$ cat src/eabc_consts.vh
// Overview of operation
// - Eight external areas, size set by mode
// - Per-area eight or sixteen bit width
// - Per-area two or three state access
// - Per-area programmed wait states plus pin waits
// - Wait pin honoured only in three-state areas
// - DRAM only allowed in areas two to five
// - DRAM row/column multiplexing, 8/9/10 column bits
// - DRAM two column strobes, one per byte lane
// - Optional precharge cycle before row strobe
// - Refresh by CAS-before-RAS or self-refresh
// - Idle cycle between reads of different areas
// - Idle cycle between read and following write
// - Arbiter grants at most one master at once
// - Acknowledge asserted once bus is released
// - Active-low chip select per area 0-7
// - Address strobe while address valid, non-DRAM areas only
// - Read strobe during external reads of non-DRAM areas
// - Upper/lower write strobes by valid byte lane
// - Refresh flag bit 7 cleared only by zero
// - Mode-dependent width and release reset values
// - Width bit one means eight-bit area
// - State bit zero means no waits, two states in non-DRAM areas
// - Wait field gives zero to three waits
`ifndef EABC_CONSTS_VH
`define EABC_CONSTS_VH
`define EABC_A_BUS_RELEASE_CTRL 20'hee013
`define EABC_A_CHIP_SELECT_CTRL 20'hee01f
`define EABC_A_WIDTH 20'hee020
`define EABC_A_STATE 20'hee021
`define EABC_A_WAITU 20'hee022
`define EABC_A_WAITL 20'hee023
`define EABC_A_BUSCTL 20'hee024
`define EABC_A_DRAMA 20'hee026
`define EABC_A_DRAMB 20'hee027
`define EABC_A_RTCS 20'hee028
`define EABC_A_REFRESH_COUNTER 20'hee029
`define EABC_A_RTCMP 20'hee02a
`define EABC_R_BUS_RELEASE_CTRL 8'hfe
`define EABC_R_BUS_RELEASE_CTRL_M34 8'hee
`define EABC_R_CHIP_SELECT_CTRL 8'h0f
`define EABC_R_WIDTH 8'hff
`define EABC_R_WIDTH_M24 8'h00
`define EABC_R_STATE 8'hff
`define EABC_R_WAIT 8'hff
`define EABC_R_BUSCTL 8'hc6
`define EABC_R_DRAMA 8'h10
`define EABC_R_DRAMB 8'h08
`define EABC_R_RTCS 8'h07
`define EABC_R_REFRESH_COUNTER 8'h00
`define EABC_R_RTCMP 8'hff
`define EABC_B_BRLE 0
`define EABC_B_ICIS1 7
`define EABC_B_ICIS0 6
`define EABC_B_BROME 5
`define EABC_B_BRSTS1 4
`define EABC_B_CMF 7
`define EABC_B_CMIE 6
`define EABC_B_RFSH 3
`define EABC_B_SLFRF 4
`endif

$ cat src/eabc_top.v
`timescale 1ns/1ns
`default_nettype none
`include "eabc_consts.vh"
module eabc_top #(
	parameter ADDR_W = 24
) (
	// Clock and reset.
	input wire i_ref_clk,
	input wire i_rst_b,
	// Operating mode, sampled after reset release.
	input wire [2:0] i_mode,
	// Register port.
	input wire [19:0] i_reg_addr,
	input wire [7:0] i_reg_wdata,
	input wire i_reg_wr,
	input wire i_reg_rd,
	output reg [7:0] o_reg_rdata,
	// Internal master requests.
	input wire i_cpu_req,
	input wire i_dma_req,
	input wire [ADDR_W-1:0] i_acc_addr,
	input wire i_acc_write,
	input wire [1:0] i_acc_bytes,
	output reg o_cpu_gnt,
	output reg o_dma_gnt,
	output reg o_acc_done,
	// External bus.
	output reg [ADDR_W-1:0] o_addr,
	output reg [7:0] o_chip_sel_n,
	output reg o_address_strobe_n,
	output reg o_read_strobe_n,
	output reg o_upper_write_strobe_n,
	output reg o_lower_write_strobe_n,
	output reg o_ras_n,
	output reg o_ucas_n,
	output reg o_lcas_n,
	output reg o_self_refresh,
	input wire i_wait_n,
	// External master arbitration and refresh flag.
	input wire i_bus_request_in_n,
	output reg o_bus_ack_n,
	output reg o_refresh_flag
);
	// ************************************************************
	// Registers.
	// ************************************************************
	reg [7:0] bus_release_ctrl, chip_select_ctrl, area_width_ctrl, area_state_ctrl;
	reg [7:0] wait_ctrl_upper, wait_ctrl_lower, bus_ctrl, dram_ctrl_a, dram_ctrl_b;
	reg [7:0] refresh_timer_ctrl_status, refresh_counter, refresh_compare;
	reg strap_done;
	reg [7:0] prescale;
	reg cmp_hit;
	wire wr = i_reg_wr;
	function [1:0] wait_of;
		input [2:0] a;
		input [15:0] w;
		begin
			wait_of = w[{a[2:0], 1'b0} +: 2];
		end
	endfunction
	function [7:0] tick_mask;
		input [2:0] s;
		begin
			tick_mask = (8'h01 << s) - 8'h01;
		end
	endfunction
	function is_dram;
		input [2:0] a;
		input [2:0] sel;
		begin
			// DRAM space is only ever areas 2 to 5; other codes select none.
			case (sel)
				3'h1: is_dram = (a == 3'h2);
				3'h2: is_dram = (a == 3'h2) || (a == 3'h3);
				3'h3, 3'h4: is_dram = (a >= 3'h2) && (a <= 3'h5);
				default: is_dram = 1'b0;
			endcase
		end
	endfunction
	// ************************************************************
	// Arbiter and access sequencer.
	// ************************************************************
	localparam ST_IDLE = 3'h0;
	localparam ST_IDLECYC = 3'h1;
	localparam ST_T1 = 3'h2;
	localparam ST_T2 = 3'h3;
	localparam ST_T3 = 3'h4;
	localparam ST_PRE = 3'h5;
	localparam ST_REL = 3'h6;
	localparam ST_REF = 3'h7;
	localparam OWN_CPU = 2'h0;
	localparam OWN_DMA = 2'h1;
	localparam OWN_REF = 2'h2;
	localparam OWN_EXT = 2'h3;
	reg [2:0] state;
	reg [1:0] owner;
	reg [2:0] wcnt;
	reg [2:0] area;
	reg [2:0] last_area;
	reg last_read, last_valid;
	reg cur_write, cur_dram;
	reg [1:0] cur_bytes;
	reg [ADDR_W-1:0] cur_addr;
	reg ref_pend;
	wire [7:0] rt_mask = tick_mask(refresh_timer_ctrl_status[2:0]);
	wire mode_big = i_mode[2] | (i_mode == 3'h5);
	wire [2:0] next_area = mode_big ? i_acc_addr[23:21] : i_acc_addr[19:17];
	wire ext_req = ~i_bus_request_in_n & bus_release_ctrl[`EABC_B_BRLE];
	wire three = area_state_ctrl[area];
	wire [1:0] cfg_wait = three ? wait_of(area, {wait_ctrl_upper, wait_ctrl_lower}) : 2'h0;
	wire pin_wait = three & ~i_wait_n;
	wire idle_need = last_valid & last_read &
		((bus_ctrl[`EABC_B_ICIS1] & (last_area != next_area)) |
		(bus_ctrl[`EABC_B_ICIS0] & i_acc_write));
	wire [1:0] col_w = dram_ctrl_b[7:6];
	wire [ADDR_W-1:0] col_addr = (col_w == 2'h0) ? (cur_addr >> 8) :
		(col_w == 2'h1) ? (cur_addr >> 9) : (cur_addr >> 10);
	always @(posedge i_ref_clk or negedge i_rst_b) begin
		if (!i_rst_b) begin
			state <= ST_IDLE;
			owner <= OWN_CPU;
			wcnt <= 3'h0;
			area <= 3'h0;
			last_area <= 3'h0;
			last_read <= 1'b0;
			last_valid <= 1'b0;
			cur_write <= 1'b0;
			cur_dram <= 1'b0;
			cur_bytes <= 2'h0;
			cur_addr <= {ADDR_W{1'b0}};
			o_cpu_gnt <= 1'b0;
			o_dma_gnt <= 1'b0;
			o_acc_done <= 1'b0;
			o_addr <= {ADDR_W{1'b0}};
			o_chip_sel_n <= 8'hff;
			o_address_strobe_n <= 1'b1;
			o_read_strobe_n <= 1'b1;
			o_upper_write_strobe_n <= 1'b1;
			o_lower_write_strobe_n <= 1'b1;
			o_ras_n <= 1'b1;
			o_ucas_n <= 1'b1;
			o_lcas_n <= 1'b1;
			o_bus_ack_n <= 1'b1;
			o_self_refresh <= 1'b0;
		end else begin
			o_acc_done <= 1'b0;
			o_self_refresh <= dram_ctrl_b[`EABC_B_SLFRF] & (dram_ctrl_a[2:0] != 3'h0);
			case (state)
				ST_IDLE: begin
					o_cpu_gnt <= 1'b0;
					o_dma_gnt <= 1'b0;
					if (ext_req) begin
						owner <= OWN_EXT;
						state <= ST_REL;
						o_bus_ack_n <= 1'b0;
					end else if (ref_pend && !dram_ctrl_b[`EABC_B_SLFRF]) begin
						owner <= OWN_REF;
						state <= ST_REF;
						o_ucas_n <= 1'b0; // CAS before RAS.
						o_lcas_n <= 1'b0;
					end else if ((i_dma_req || i_cpu_req) && strap_done) begin
						owner <= i_dma_req ? OWN_DMA : OWN_CPU;
						o_dma_gnt <= i_dma_req;
						o_cpu_gnt <= ~i_dma_req;
						area <= next_area;
						cur_write <= i_acc_write;
						cur_bytes <= i_acc_bytes;
						cur_addr <= i_acc_addr;
						cur_dram <= is_dram(next_area, dram_ctrl_a[2:0]);
						if (idle_need)
							state <= ST_IDLECYC;
						else if (is_dram(next_area, dram_ctrl_a[2:0]) && dram_ctrl_b[5])
							state <= ST_PRE;
						else
							state <= ST_T1;
					end
				end
				ST_IDLECYC: begin
					last_valid <= 1'b0;
					state <= (cur_dram && dram_ctrl_b[5]) ? ST_PRE : ST_T1;
				end
				ST_PRE: state <= ST_T1;
				ST_T1: begin
					o_chip_sel_n <= ~(8'h01 << area);
					if (cur_dram) begin
						o_addr <= cur_addr; // Row first.
						o_ras_n <= 1'b0;
					end else begin
						o_addr <= cur_addr;
						o_address_strobe_n <= 1'b0;
						o_read_strobe_n <= cur_write;
					end
					// A three-state access spends one extra state in T3 before its waits.
					wcnt <= {1'b0, cfg_wait} + {2'h0, three | cur_dram};
					state <= ST_T2;
				end
				ST_T2: begin
					if (cur_dram) begin
						o_addr <= col_addr;
						o_ucas_n <= ~cur_bytes[1];
						o_lcas_n <= ~cur_bytes[0];
					end
					// An 8-bit area carries all data on the upper lane.
					o_upper_write_strobe_n <= ~(cur_write &
						(cur_bytes[1] | area_width_ctrl[area]));
					o_lower_write_strobe_n <= ~(cur_write & cur_bytes[0] & ~area_width_ctrl[area]);
					state <= ST_T3;
				end
				ST_T3: begin
					if (wcnt != 3'h0)
						wcnt <= wcnt - 3'h1;
					else if (!pin_wait) begin
						o_chip_sel_n <= 8'hff;
						o_address_strobe_n <= 1'b1;
						o_read_strobe_n <= 1'b1;
						o_upper_write_strobe_n <= 1'b1;
						o_lower_write_strobe_n <= 1'b1;
						o_ucas_n <= 1'b1;
						o_lcas_n <= 1'b1;
						o_ras_n <= 1'b1;
						o_acc_done <= 1'b1;
						last_area <= area;
						last_read <= ~cur_write;
						last_valid <= 1'b1;
						state <= ST_IDLE;
					end
				end
				ST_REL: if (i_bus_request_in_n) begin
					o_bus_ack_n <= 1'b1;
					last_valid <= 1'b0;
					state <= ST_IDLE;
				end
				ST_REF: begin
					o_ras_n <= ~o_ras_n;
					if (!o_ras_n) begin
						o_ucas_n <= 1'b1;
						o_lcas_n <= 1'b1;
						state <= ST_IDLE;
					end
				end
				default: state <= ST_IDLE;
			endcase
		end
	end
	// ************************************************************
	// Register port and refresh timer.
	// ************************************************************
	always @(posedge i_ref_clk or negedge i_rst_b) begin
		if (!i_rst_b) begin
			strap_done <= 1'b0;
			bus_release_ctrl <= `EABC_R_BUS_RELEASE_CTRL;
			chip_select_ctrl <= `EABC_R_CHIP_SELECT_CTRL;
			area_width_ctrl <= `EABC_R_WIDTH;
			area_state_ctrl <= `EABC_R_STATE;
			wait_ctrl_upper <= `EABC_R_WAIT;
			wait_ctrl_lower <= `EABC_R_WAIT;
			bus_ctrl <= `EABC_R_BUSCTL;
			dram_ctrl_a <= `EABC_R_DRAMA;
			dram_ctrl_b <= `EABC_R_DRAMB;
			refresh_timer_ctrl_status <= `EABC_R_RTCS;
			refresh_counter <= `EABC_R_REFRESH_COUNTER;
			refresh_compare <= `EABC_R_RTCMP;
			prescale <= 8'h00;
			ref_pend <= 1'b0;
			cmp_hit <= 1'b0;
			o_reg_rdata <= 8'h00;
			o_refresh_flag <= 1'b0;
		end else begin
			// Mode straps are caught once, after release, not under reset.
			if (!strap_done) begin
				strap_done <= 1'b1;
				if (i_mode == 3'h2 || i_mode == 3'h4)
					area_width_ctrl <= `EABC_R_WIDTH_M24;
				if (i_mode == 3'h3 || i_mode == 3'h4)
					bus_release_ctrl <= `EABC_R_BUS_RELEASE_CTRL_M34;
			end
			prescale <= prescale + 8'h01;
			cmp_hit <= 1'b0;
			if (refresh_timer_ctrl_status[2:0] != 3'h0 &&
				(prescale & rt_mask) == rt_mask) begin
				if (refresh_counter == refresh_compare) begin
					refresh_counter <= 8'h00;
					cmp_hit <= 1'b1;
				end else
					refresh_counter <= refresh_counter + 8'h01;
			end
			if (cmp_hit && dram_ctrl_b[`EABC_B_RFSH])
				ref_pend <= 1'b1;
			else if (state == ST_REF)
				ref_pend <= 1'b0;
			o_reg_rdata <= 8'h00;
			if (i_reg_rd) begin
				case (i_reg_addr)
					`EABC_A_BUS_RELEASE_CTRL: o_reg_rdata <= bus_release_ctrl;
					`EABC_A_CHIP_SELECT_CTRL: o_reg_rdata <= chip_select_ctrl;
					`EABC_A_WIDTH: o_reg_rdata <= area_width_ctrl;
					`EABC_A_STATE: o_reg_rdata <= area_state_ctrl;
					`EABC_A_WAITU: o_reg_rdata <= wait_ctrl_upper;
					`EABC_A_WAITL: o_reg_rdata <= wait_ctrl_lower;
					`EABC_A_BUSCTL: o_reg_rdata <= bus_ctrl;
					`EABC_A_DRAMA: o_reg_rdata <= dram_ctrl_a;
					`EABC_A_DRAMB: o_reg_rdata <= dram_ctrl_b;
					`EABC_A_RTCS: o_reg_rdata <= refresh_timer_ctrl_status;
					`EABC_A_REFRESH_COUNTER: o_reg_rdata <= refresh_counter;
					`EABC_A_RTCMP: o_reg_rdata <= refresh_compare;
					default: o_reg_rdata <= 8'h00;
				endcase
			end
			if (wr) begin
				case (i_reg_addr)
					`EABC_A_BUS_RELEASE_CTRL: bus_release_ctrl <= i_reg_wdata;
					`EABC_A_CHIP_SELECT_CTRL: chip_select_ctrl <= i_reg_wdata;
					`EABC_A_WIDTH: area_width_ctrl <= i_reg_wdata;
					`EABC_A_STATE: area_state_ctrl <= i_reg_wdata;
					`EABC_A_WAITU: wait_ctrl_upper <= i_reg_wdata;
					`EABC_A_WAITL: wait_ctrl_lower <= i_reg_wdata;
					`EABC_A_BUSCTL: bus_ctrl <= i_reg_wdata;
					`EABC_A_DRAMA: dram_ctrl_a <= i_reg_wdata;
					`EABC_A_DRAMB: dram_ctrl_b <= i_reg_wdata;
					`EABC_A_REFRESH_COUNTER: refresh_counter <= i_reg_wdata;
					`EABC_A_RTCMP: refresh_compare <= i_reg_wdata;
					default: ;
				endcase
			end
			// A compare hit in the clearing cycle wins, so no event is lost.
			if (cmp_hit)
				refresh_timer_ctrl_status[`EABC_B_CMF] <= 1'b1;
			else if (wr && i_reg_addr == `EABC_A_RTCS && !i_reg_wdata[7])
				refresh_timer_ctrl_status[`EABC_B_CMF] <= 1'b0;
			if (wr && i_reg_addr == `EABC_A_RTCS)
				refresh_timer_ctrl_status[6:0] <= i_reg_wdata[6:0];
			o_refresh_flag <= refresh_timer_ctrl_status[`EABC_B_CMF];
		end
	end
endmodule // eabc_top
`default_nettype wire

$ cat config.mk
export PLATFORM = sky130hd
export DESIGN_NAME = eabc_top
export DESIGN_NICKNAME = d
export VERILOG_FILES = /design/src/eabc_top.v
export VERILOG_INCLUDE_DIRS = /design/src
export SDC_FILE = /design/constraint.sdc
export NUM_CORES = 1
export LEC_CHECK = 0
export ABC_AREA = 1
export BUFFER_PORTS_ARGS = -buffer_cell sky130_fd_sc_hd__buf_2
export CORE_ASPECT_RATIO = 1.1
export CORE_UTILIZATION = 30
export CTS_CLUSTER_SIZE = 8
export DETAILED_ROUTE_END_ITERATION = 10
export PLACE_DENSITY_LB_ADDON = 0.3
export SLEW_MARGIN = 20
export SYNTH_ARGS = -nofsm -noshare
export SYNTH_HDL_FRONTEND = slang
export SYNTH_SLANG_ARGS = --single-unit
$ cat constraint.sdc
create_clock -name i_ref_clk -period 2.1 [get_ports i_ref_clk]
set_clock_uncertainty 0.2 [all_clocks]
set_input_delay 0.42 -clock i_ref_clk [delete_from_list [all_inputs] [get_ports i_ref_clk]]
set_output_delay 0.42 -clock i_ref_clk [all_outputs]
set_load 0.005 [all_outputs]
==> metrics.md <==
| Metric | Value |
|---|---|
| Max cap viols | `0` |
| Grt ovf | `0` |
| Area leader, netlist | `dfrtp_1` |
| Layout Nets | `1584` |
| First-pass GRT wire length | `52100 um` |
| Mapped Avg Cell Area | `7.98 sq um` |
| Post-Synthesis Cells | `1282` |
| Async SR Flop Fraction | `1.00` |
| Fillcell total | `3335` |
| Slew at the pin closest to its max-slew limit | `0.629 ns` |
| Worst relative slew slack | `0.580` |
| Syn Nets | `1354` |
| RSZ-0062 raised after global routing | `true` |
| Area of the mapped netlist | `10200 sq um` |
| P_sw | `4.68 mW` |
| DR DRC count | `0` |
| Initial Util | `0.306` |
| Routed WL per cell | `16.9 um` |
| Top_reg_cell synth | `dfrtp_1` |
| Final period util | `1.00` |
| Cell row count | `70` |
| Pwr Total | `13.7 mW` |
| Pleak | `6.06 nW` |
| DR vias/cell | `4.83` |
| Netlist cell types | `42` |
| Core box area | `33400 sq um` |
| Warnings from Yosys | `0` |
| CP Buf/Inv Count | `2` |
| Vias in the first global route | `9165` |
| Die Footprint | `34800 sq um` |
| Max incr delay on CP | `0.47 ns` |
| Most common cell after layout, fill and taps aside | `nand2_1` |
| Sw frac | `0.342` |
| Worst path required time | `2.33 ns` |
| Clk sinks | `201` |
| Worst skew pair latency | `0.55 ns` |
| Largest regs | `cur_addr (24), o_addr (24)` |
| Post-DP HPWL | `24200 um` |
| Initial antenna violation count | `3` |
| Die Y | `196 um` |
| DRT antenna net count | `0` |
| Met1 usage | `0.260` |
| Layout cells sized above 1 | `0.269` |
| Clk network pwr share | `0.319` |
| Setup crit start kind | `register` |
| Final Setup Violations | `1` |
| Crit. End Element | `register` |
| H-tree lvl count | `1` |
| Worst-path clk slew | `0.06 ns` |
| FMAX | `476 MHz` |
| Critical path's most frequent cell | `nor2_4` |
| Synth-to-layout area growth | `31.7%` |
| CTS buffer count | `29` |
| Met2 usage | `0.312` |
| Run status | `complete, but fails checks` |
| Period minus WS final | `2.10 ns` |
| Sequential area share after synthesis | `0.501` |
| Deepest clock path buffer count | `3` |
| # port buffers | `118` |
| TNS Setup | `-0.000900 ns` |
| Final hold vios | `0` |
| Worst R2R Setup Slack | `-0.0009 ns` |
| Synth Register Bits | `201` |
| Slowest-stage cell, CP | `dfrtp_2` |
| Setup WS post-layout | `-0.000900 ns` |
| Root Driver | `clkbuf_16` |
| Synth top area cells | `dfrtp_1 31%, dfstp_2 20%, nand2_1 13%` |
| Peak VDD IR | `0.600 mV` |
| CP Max Fanout | `5` |
| Global route hottest layer | `met2` |
| Met3 GRT Util | `0.0293` |
| Util after Layout | `0.404` |
| Area share of the largest cell type after synthesis | `0.306` |
| Arr. time, crit path | `2.33 ns` |
| Largest net degree at the start of global routing | `52` |
| Violated checks | `negative setup slack` |
| Combinational share of power | `0.301` |
| Detailed-route via count | `9513` |
| DIE WIDTH | `178 um` |
| RD Place Congestion | `0.931` |
| Power share of the sequential group | `0.380` |
| Post-place setup slack | `-0.178 ns` |
| Drt first-iter violations | `797` |
| Crit path max-delay family | `simple AND/OR/NAND/NOR gates` |
| Worst Hold Class | `primary input to register` |
| EDFF count, synth | `0` |
| Commonest cells after routing, fill and taps aside | `338 x nand2_1, 141 x o21ai_0, 138 x inv_1, 123 x dfrtp_1, 117 x buf_2` |
| Total global-route track usage | `0.193` |
| IO Pins | `119` |
| 1st-pass router iterations | `7` |
| Critical path, cell by cell | `buf_6 -> nor2_4 -> nand2_1 -> nand4_1 -> nand2_2 -> buf_4 -> nor2_4 -> ha_4 -> o211ai_1 -> o21ai_1` |
| Max-slew violations | `0` |
| Pwr/cell area | `1020 nW/um^2` |
| Routed Wire Length | `33300 um` |
| Int Pwr | `9.00 mW` |
| Critical path class | `register to register` |
| CTS tree | `done` |
==> stage by stage <==
step	area, sq um	cells	hold slack [ns]
3_3_place_gp	11900	1863	0.202
3_5_place_dp	11900	1863	0.211
5_1_grt	13500	1968	0.0523
2_1_floorplan	10200	1282	-0.0756
6_report	13500	1969	0.0465
4_1_cts	13100	1956	0.0304
==> layer usage <==
layer / part of all wire / wire (um)
met2: 0.47 / 15700
met1: 0.44 / 14700
met5: 0 / 0
met3: 0.054 / 1810
met4: 0.033 / 1100
==> cells in the mapped netlist (all sizes together) (10+ instances only) <==
cell type	count
buf	19
dfrtp	125
o22ai	39
inv	148
o21ai	165
nand3	76
nand4	22
nand2	352
clkbuf	26
dfstp	76
nor3	14
nor2	122
o211ai	10
a211oi	15
a21oi	28
==> area by class of cell <==
| class | count | area (sq um) | area share |
|---|---|---|---|
| clock inverters | 3 | 30.0 | 0.00223 |
| multi-input cells | 886 | 4590 | 0.341 |
| clock buffers | 50 | 805 | 0.0597 |
| repair buffers | 244 | 1800 | 0.134 |
| diodes | 3 | 7.51 | 0.000557 |
| inverters | 150 | 567 | 0.0421 |
| flip-flops and latches | 201 | 5130 | 0.381 |
| well taps | 432 | 541 | 0.0401 |
==> worst reg2reg max path, stage by stage, from the launching register on <==
cell      delay, ns
dfrtp_2        0.47
buf_6          0.14
nor2_4         0.17
nand2_1        0.09
nand4_1        0.13
nand2_2        0.09
buf_4          0.14
nor2_4         0.12
ha_4           0.20
o211ai_1       0.15
o21ai_1        0.08
==> power by group through the flow <==
stage	logic, mW	registers, mW	clock network (mW)
2_1_floorplan	2.15	5.12	0
3_3_place_gp	3.64	5.19	0
5_1_grt	4.61	5.28	4.61
4_1_cts	3.81	5.16	4.47
3_5_place_dp	3.69	5.20	0
6_report	4.12	5.19	4.37
==> worst paths after layout <==
path | cells after the start | to | startpoint
hold / removal | 3 | o_reg_rdata[7]$_DFF_PN0_ | i_reg_rd
max in group asynchronous | 3 | bus_release_ctrl[7]$_DFF_PN1_ | i_rst_b
hold reg to reg | 0 | o_refresh_flag$_DFF_PN0_ | refresh_timer_ctrl_status[7]$_DFFE_PN0P_
setup reg to reg | 10 | wcnt[1]$_DFFE_PN0P_ | area[1]$_DFFE_PN0P_
setup / recovery | 10 | wcnt[1]$_DFFE_PN0P_ | area[1]$_DFFE_PN0P_
min in group asynchronous | 2 | o_addr[4]$_DFFE_PN0P_ | i_rst_b
==> repair_timing <==
item,in CTS,in global routing
hold buffers,37,0
buffers inserted,3,9
setup endpoints to repair,7,45
endpoints found under the hold margin,85,0
resized for setup,10,71
pin swaps,3,25
cloned,0,1
==> cells by family (layout without fill, tap and decap cells) <==
group           count (synthesis)  count (layout)  share of synthesized area
buf+inv                       195             447                     0.0758
flops                         201             201                      0.501
compound gates                272             272                      0.148
xor+xnor                       12              12                     0.0103
fa+ha+maj                       6               6                    0.00734
other cells                     1               4                   0.000367
simple gates                  595             595                      0.257
(Power assumes the default switching activity.)
